$ cat src/verilog/tcop_regs.vh
// register offsets, field positions and reset values for the channel polarity block
// assumes a 32-bit AHB-Lite slave with word-aligned registers
`ifndef TCOP_REGS_VH
`define TCOP_REGS_VH
`define TCOP_CHANPOL_OFF        12'h070
`define TCOP_MODE_OFF           12'h054
`define TCOP_FLTSTAT_OFF        12'h074
`define TCOP_FLTACT_OFF         12'h078
`define TCOP_CHANPOL_RST        8'h00
`define TCOP_MODE_PROTDIS_BIT   2
`define TCOP_MODE_FAULTEN_BIT   0
`define TCOP_FLTSTAT_PROTEN_BIT 6
`define TCOP_FLTACT_BIT         0
`define TCOP_NCH                8
`define TCOP_ADDR_W             12
`endif

$ cat src/verilog/tcop_polarity.v
// channel output polarity register with write protection and fault safe levels
// assumes one AHB-Lite master whose hready is fed from this slave's hreadyout,
// channel active states from logic on hclk and a fault request from a pin
//
// How it works
// - polarity register at 0x70, bit n steers channel n.
// - each polarity bit sets the sense of its channel pin.
// - polarity 0 means active high, 1 means active low.
// - polarity writes take effect only while write protect disable is 1.
// - enabled fault forces every channel pin to its polarity bit level.
// - bits 31 to 8 read zero and do nothing.
// - protect enable reads inverse of disable; writing 1 re-arms, 0 ignored.
`timescale 1ns/1ps
`include "tcop_regs.vh"
module tcop_polarity (
  input  wire        hclk,
  input  wire        hresetn,
  input  wire        hsel,
  input  wire [31:0] haddr,
  input  wire [1:0]  htrans,
  input  wire        hwrite,
  input  wire [2:0]  hsize,
  input  wire [31:0] hwdata,
  input  wire        hready,
  output wire        hreadyout,
  output wire        hresp,
  output reg  [31:0] hrdata,
  input  wire [7:0]  chan_active,
  input  wire        fault_in,
  output reg  [7:0]  chan_pin
);

  localparam CH_N   = `TCOP_NCH;
  localparam ADDR_W = `TCOP_ADDR_W;

  // register map (byte offsets, one word each)
  //   0x70 channel polarity, bits 7:0
  //   0x54 mode: bit 2 protect disable (set only), bit 0 fault enable
  //   0x74 fault status: bit 6 protect enable, the inverse of protect disable
  //   0x78 bit 0 high while a fault forces the pins

  // address phase capture
  reg                addr_wr_q;
  reg  [ADDR_W-1:0]  addr_q;
  wire [ADDR_W-1:0]  addr_d;
  wire               acc;
  wire               rd_acc;
  wire               wr_acc;

  // decoded data phase writes
  wire               wr_polarity;
  wire               wr_mode;
  wire               wr_fltstat;

  // software visible state
  reg  [CH_N-1:0]    channel_output_polarity_q;
  reg  [CH_N-1:0]    channel_output_polarity_d;
  reg                write_protect_disable_q;
  reg                write_protect_disable_d;
  reg                fault_enable_q;
  reg                fault_enable_d;
  wire               write_protect_enable_d;

  // fault pin synchroniser
  reg                flt_meta_q;
  reg                flt_sync_q;
  wire               fault_act;

  // read path and pins
  reg  [31:0]        rdata_d;
  wire [CH_N-1:0]    pin_d;

  // no wait states and never an error response
  assign hreadyout = 1'h1;
  assign hresp     = 1'h0;

  // a transfer is taken only when the bus is ready and htrans is NONSEQ or SEQ
  assign acc    = hsel & hready & htrans[1];
  assign rd_acc = acc & ~hwrite;
  assign wr_acc = acc & hwrite;

  // word aligned, only the low address bits select a register
  assign addr_d = {haddr[ADDR_W-1:2], 2'h0};

  always @(posedge hclk or negedge hresetn) begin
    if (!hresetn) begin
      addr_wr_q <= 1'h0;
      addr_q    <= 12'h000;
    end else begin
      addr_wr_q <= wr_acc;
      addr_q    <= addr_d;
    end
  end

  assign wr_polarity = addr_wr_q & (addr_q == `TCOP_CHANPOL_OFF);
  assign wr_mode     = addr_wr_q & (addr_q == `TCOP_MODE_OFF);
  assign wr_fltstat  = addr_wr_q & (addr_q == `TCOP_FLTSTAT_OFF);

  // next register values; the read path uses them so that a read whose
  // address phase meets a write's data phase returns the new contents
  always @* begin
    channel_output_polarity_d = channel_output_polarity_q;
    if (wr_polarity && write_protect_disable_q) begin
      channel_output_polarity_d = hwdata[CH_N-1:0];
    end
  end

  always @* begin
    write_protect_disable_d = write_protect_disable_q;
    // re-arm wins over a disable request in the same cycle
    if (wr_fltstat && hwdata[`TCOP_FLTSTAT_PROTEN_BIT]) begin
      write_protect_disable_d = 1'h0;
    end else if (wr_mode && hwdata[`TCOP_MODE_PROTDIS_BIT]) begin
      write_protect_disable_d = 1'h1;
    end
  end

  always @* begin
    fault_enable_d = fault_enable_q;
    // fault control stays locked while protection is armed
    if (wr_mode && write_protect_disable_q) begin
      fault_enable_d = hwdata[`TCOP_MODE_FAULTEN_BIT];
    end
  end

  assign write_protect_enable_d = ~write_protect_disable_d;

  always @(posedge hclk or negedge hresetn) begin
    if (!hresetn) begin
      channel_output_polarity_q <= `TCOP_CHANPOL_RST;
    end else begin
      channel_output_polarity_q <= channel_output_polarity_d;
    end
  end

  always @(posedge hclk or negedge hresetn) begin
    if (!hresetn) begin
      write_protect_disable_q <= 1'h0;
    end else begin
      write_protect_disable_q <= write_protect_disable_d;
    end
  end

  always @(posedge hclk or negedge hresetn) begin
    if (!hresetn) begin
      fault_enable_q <= 1'h0;
    end else begin
      fault_enable_q <= fault_enable_d;
    end
  end

  // fault_in is asynchronous: two flops before anything reads it
  always @(posedge hclk or negedge hresetn) begin
    if (!hresetn) begin
      flt_meta_q <= 1'h0;
      flt_sync_q <= 1'h0;
    end else begin
      flt_meta_q <= fault_in;
      flt_sync_q <= flt_meta_q;
    end
  end

  assign fault_act = fault_enable_q & flt_sync_q;

  // reserved and unmapped bits stay zero
  always @* begin
    rdata_d = 32'h00000000;
    if (rd_acc) begin
      case (addr_d)
        `TCOP_CHANPOL_OFF: begin
          rdata_d[CH_N-1:0] = channel_output_polarity_d;
        end
        `TCOP_MODE_OFF: begin
          rdata_d[`TCOP_MODE_PROTDIS_BIT] = write_protect_disable_d;
          rdata_d[`TCOP_MODE_FAULTEN_BIT] = fault_enable_d;
        end
        `TCOP_FLTSTAT_OFF: begin
          rdata_d[`TCOP_FLTSTAT_PROTEN_BIT] = write_protect_enable_d;
        end
        `TCOP_FLTACT_OFF: begin
          rdata_d[`TCOP_FLTACT_BIT] = fault_act;
        end
        default: begin
          rdata_d = 32'h00000000;
        end
      endcase
    end
  end

  // hrdata is launched at the address phase edge and stands for the whole
  // data phase; outside reads it rests at zero
  always @(posedge hclk or negedge hresetn) begin
    if (!hresetn) begin
      hrdata <= 32'h00000000;
    end else begin
      hrdata <= rdata_d;
    end
  end

  genvar ch;
  generate
    for (ch = 0; ch < CH_N; ch = ch + 1) begin : g_pin
      wire normal_lvl;
      wire safe_lvl;
      // an inactive channel rests at its polarity level, the level a fault forces
      assign normal_lvl = chan_active[ch] ^ channel_output_polarity_q[ch];
      assign safe_lvl   = channel_output_polarity_q[ch];
      assign pin_d[ch]  = fault_act ? safe_lvl : normal_lvl;
    end
  endgenerate

  // pins start at the reset polarity with every channel inactive
  always @(posedge hclk or negedge hresetn) begin
    if (!hresetn) begin
      chan_pin <= `TCOP_CHANPOL_RST;
    end else begin
      chan_pin <= pin_d;
    end
  end

endmodule

$ cat config.mk
export PLATFORM = sky130hd
export DESIGN_NAME = tcop_polarity
export DESIGN_NICKNAME = d
export VERILOG_FILES = /design/src/verilog/tcop_polarity.v
export VERILOG_INCLUDE_DIRS = /design/src /design/src/verilog
export SDC_FILE = /design/constraint.sdc
export NUM_CORES = 1
export LEC_CHECK = 0
export BUFFER_PORTS_ARGS = -buffer_cell sky130_fd_sc_hd__clkbuf_2
export CAP_MARGIN = 20
export CORE_UTILIZATION = 39
export CTS_BUF_LIST = sky130_fd_sc_hd__clkbuf_4 sky130_fd_sc_hd__clkbuf_8
export DETAILED_ROUTE_END_ITERATION = 8
export GPL_TIMING_DRIVEN = 0
export PLACE_DENSITY = 0.78
export REMOVE_ABC_BUFFERS = 1
export SYNTH_ARGS = -nofsm -noshare
export SYNTH_HDL_FRONTEND = slang
export SYNTH_SLANG_ARGS = --single-unit
$ cat constraint.sdc
create_clock -name hclk -period 3.5 [get_ports hclk]
set_input_delay 0 -clock hclk [delete_from_list [all_inputs] [get_ports hclk]]
set_output_delay 0 -clock hclk [all_outputs]
set_load 0.005 [all_outputs]
==> impl_results.md <==
* Die width at 67.1 um
* Fin crit period at 1.79 ns
* Met3 Resource Use GR at 0.0599
* Cell Pwr Density at 397 nW/um2
* Pin count of the biggest net entering global routing at 40
* Fmax at 560 MHz
* Top post-synthesis cells by area: dfrtp_1 59%, buf_4 12%, mux2_2 6.1%
* Largest fanout on the critical path at 8
* Clock power frac at 0.337
* Max cap viols at 0
* CTS sink cnt at 39
* #FFs+latches synth at 39
* Synth Instances at 130
* Layout Skew at 0.0114 ns
* CP startpoint: addr_q[9]
* # DRC at 0
* EDFF count, synth at 0
* Fillers at 344
* Grt ovf at 0
* Final Slew Violations at 0
* Vias in the first global route at 1,080
* GPL Wtd Cong at 0.768
* Antenna cells at 0
* Global-route met2 utilization at 0.258
* Worst slew pin tran at 0.920 ns
* Mux share of post-synthesis cell area at 0.0613
* Endpoint type of the worst setup path: flop
* Post-place setup slack at 1.69 ns
* Synth Cell Area at 1650 um2
* Initial antenna violation count at 0
* Post-synthesis async set-or-reset flop share at 1.00
* Antenna Violating Nets Remaining at 0
* Starting Density at 0.411
* Count leader, synth: dfrtp_1
* Area Growth Syn to Fin at 34.8%
* Vias/cell at 4.30
* Most used DFF post-synth: dfrtp_1
* H-tree depth at 2
* Footprint of the multi-input gates at 566 um2
* Hpwl dp at 2.01 mm
* Synth area leader: dfrtp_1
* Outcome: completed
* Vias at 1,127
* Tot GR Track Use at 0.157
* Crit Path Class: reg2reg
* Core area at 4030 um2
* Worst-Skew Late Latency at 0.29 ns
* Final Setup Violations at 0
* Switching part of the total at 0.227
* Clock Tree Root: clkbuf_8
* First-pass GRT wire length at 4.87 mm
* Layout Nets at 295
* Library cells used by synthesis at 29
* Final Power at 886 uW
* Logic pwr share at 0.116
* Die height at 67.1 um
* Net Sw Power at 201 uW
* Rel. slew slack at 0.387
* RSZ-0062 raised after global routing: false
* Commonest cells post-synth: 39 x dfrtp_1, 26 x buf_4, 11 x nand2_1
* Clk buf depth at 2
* Seq pwr share at 0.546
* Post-CTS Hold Buffers at 29
* Reg clk slew, reported paths at 0.07 ns
* Final Hold Fails at 0
* CTS tree: done
* Seq/Total Area, Yosys at 0.590
* R2r startpoint: addr_q[9]
* Peak supply drop at 210 uV
* Core Rows at 23
* CP required at 3.67 ns
* CTS buffer count at 5
* TritonRoute pass-1 iters at 4
* Placed Area at 1850 um2
* Setup TNS at 0 ns
* Largest family of logic cells by synthesized area: simple AND/OR/NAND/NOR gates
* Most Crowded Layer GR: met2
* Cell leakage power at 0.00111 uW
* Final WS setup at 1.71 ns
* Synth Area in Compound Gates at 0.0318
* Drt initial violations at 41
* Synth Area in Adders at 0
* Final instance area at 2230 um2
* Ports at 125
* Worst Hold Class: in2reg
* Crit path DAT at 1.96 ns
* GR Util met1 at 0.178
* Syn. warnings at 0
* Internal power at 685 uW
* Post-Synth Simple-Gate Area at 0.148
* Post-Synth XOR/XNOR Area at 0.0424
* Top-area cell type share of the netlist area at 0.590
* Hold_sp: hready
* Final wirelength at 3.12 mm
* Layout cells sized above 1 at 0.325
* Storage element area at 976 um2
* I/O Buffers at 48
* Final period utilization at 0.510
* Critical Path Source Type: flop
* Die ar. at 4510 um2
* Post-CTS sizing at 0
* Drt wl/cell at 11.9 um
* Syn avg cell area at 12.7 um2
* Total setup buffers inserted after CTS at 0
[cell usage in the layout (no fill, tap or decap), drive strengths merged, types with 4 or more instances in the layout]
| cell | n |
|---|---|
| and2 | 7 |
| clkbuf | 54 |
| conb | 26 |
| dfrtp | 39 |
| dlygate4sd3 | 29 |
| mux2 | 9 |
| nand2 | 11 |
| nor2b | 4 |
| xnor2 | 8 |
[layout make-up]
class,count,area share
clock buffers,6,0.0370
clock inverters,1,0.00224
inverters,2,0.00337
multi-input cells,87,0.254
flip-flops and latches,39,0.438
well taps,50,0.0281
repair buffers,77,0.238
[through the flow]
| stage | util | hold slack, ns | instances |
|---|---|---|---|
| floorplan | - | -0.296 | 128 |
| global placement | 0.460 | 0.112 | 226 |
| detailed placement | 0.460 | 0.113 | 226 |
| CTS | 0.553 | 0.0863 | 262 |
| global route | 0.553 | 0.106 | 262 |
| finish | 0.553 | 0.0856 | 262 |
[registers in the layout, indices dropped and copies added (netlist names)]
register                   count
flt_meta_q                     1
channel_output_polarity_q      8
write_protect_disable_q        1
addr_q                        10
addr_wr_q                      1
flt_sync_q                     1
chan_pin                       8
fault_enable_q                 1
hrdata                         8
[cell families (layout without fill, tap and decap cells)]
kind of cell | count (synthesis) | in the layout
simple gates | 38 | 38
other cells | 2 | 26
mux | 9 | 9
xor+xnor | 8 | 8
compound gates | 6 | 6
buf+inv | 28 | 86
flops | 39 | 39
[routing by layer]
| metal | up-vias | wire [um] |
|---|---|---|
| met1 | 521 | 1290 |
| met3 | 7 | 243 |
| met5 | - | 0 |
| li1 | 541 | - |
| met4 | 0 | 64 |
| met2 | 58 | 1520 |
[worst paths after layout]
path / endpoint / slack [ns] / cells past startpoint
setup reg to reg: hrdata[6] / 1.71 / 5
hold / removal: addr_wr_q / 0.09 / 3
max in group asynchronous: addr_q[2] / 2.54 / 2
hold reg to reg: flt_sync_q / 0.36 / 0
min in group asynchronous: hrdata[0] / 0.39 / 2
setup / recovery: hrdata[6] / 1.71 / 5
[critical path, cell delays in order, from the launching register on]
cell and delay (ns):
dfrtp_1 0.36, and4bb_1 0.32, nand4_2 0.28, mux2_2 0.33, nor2_1 0.05, a2111oi_2 0.34
[power groups by stage]
stage	clock, uW	combinational (uW)	sequential [uW]
3_5_place_dp	0	76.7	493
5_1_grt	329	117	486
3_3_place_gp	0	74.6	491
2_1_floorplan	0	32.3	492
4_1_cts	306	102	484
6_report	299	103	484
Power figures use the tool's default switching activity.
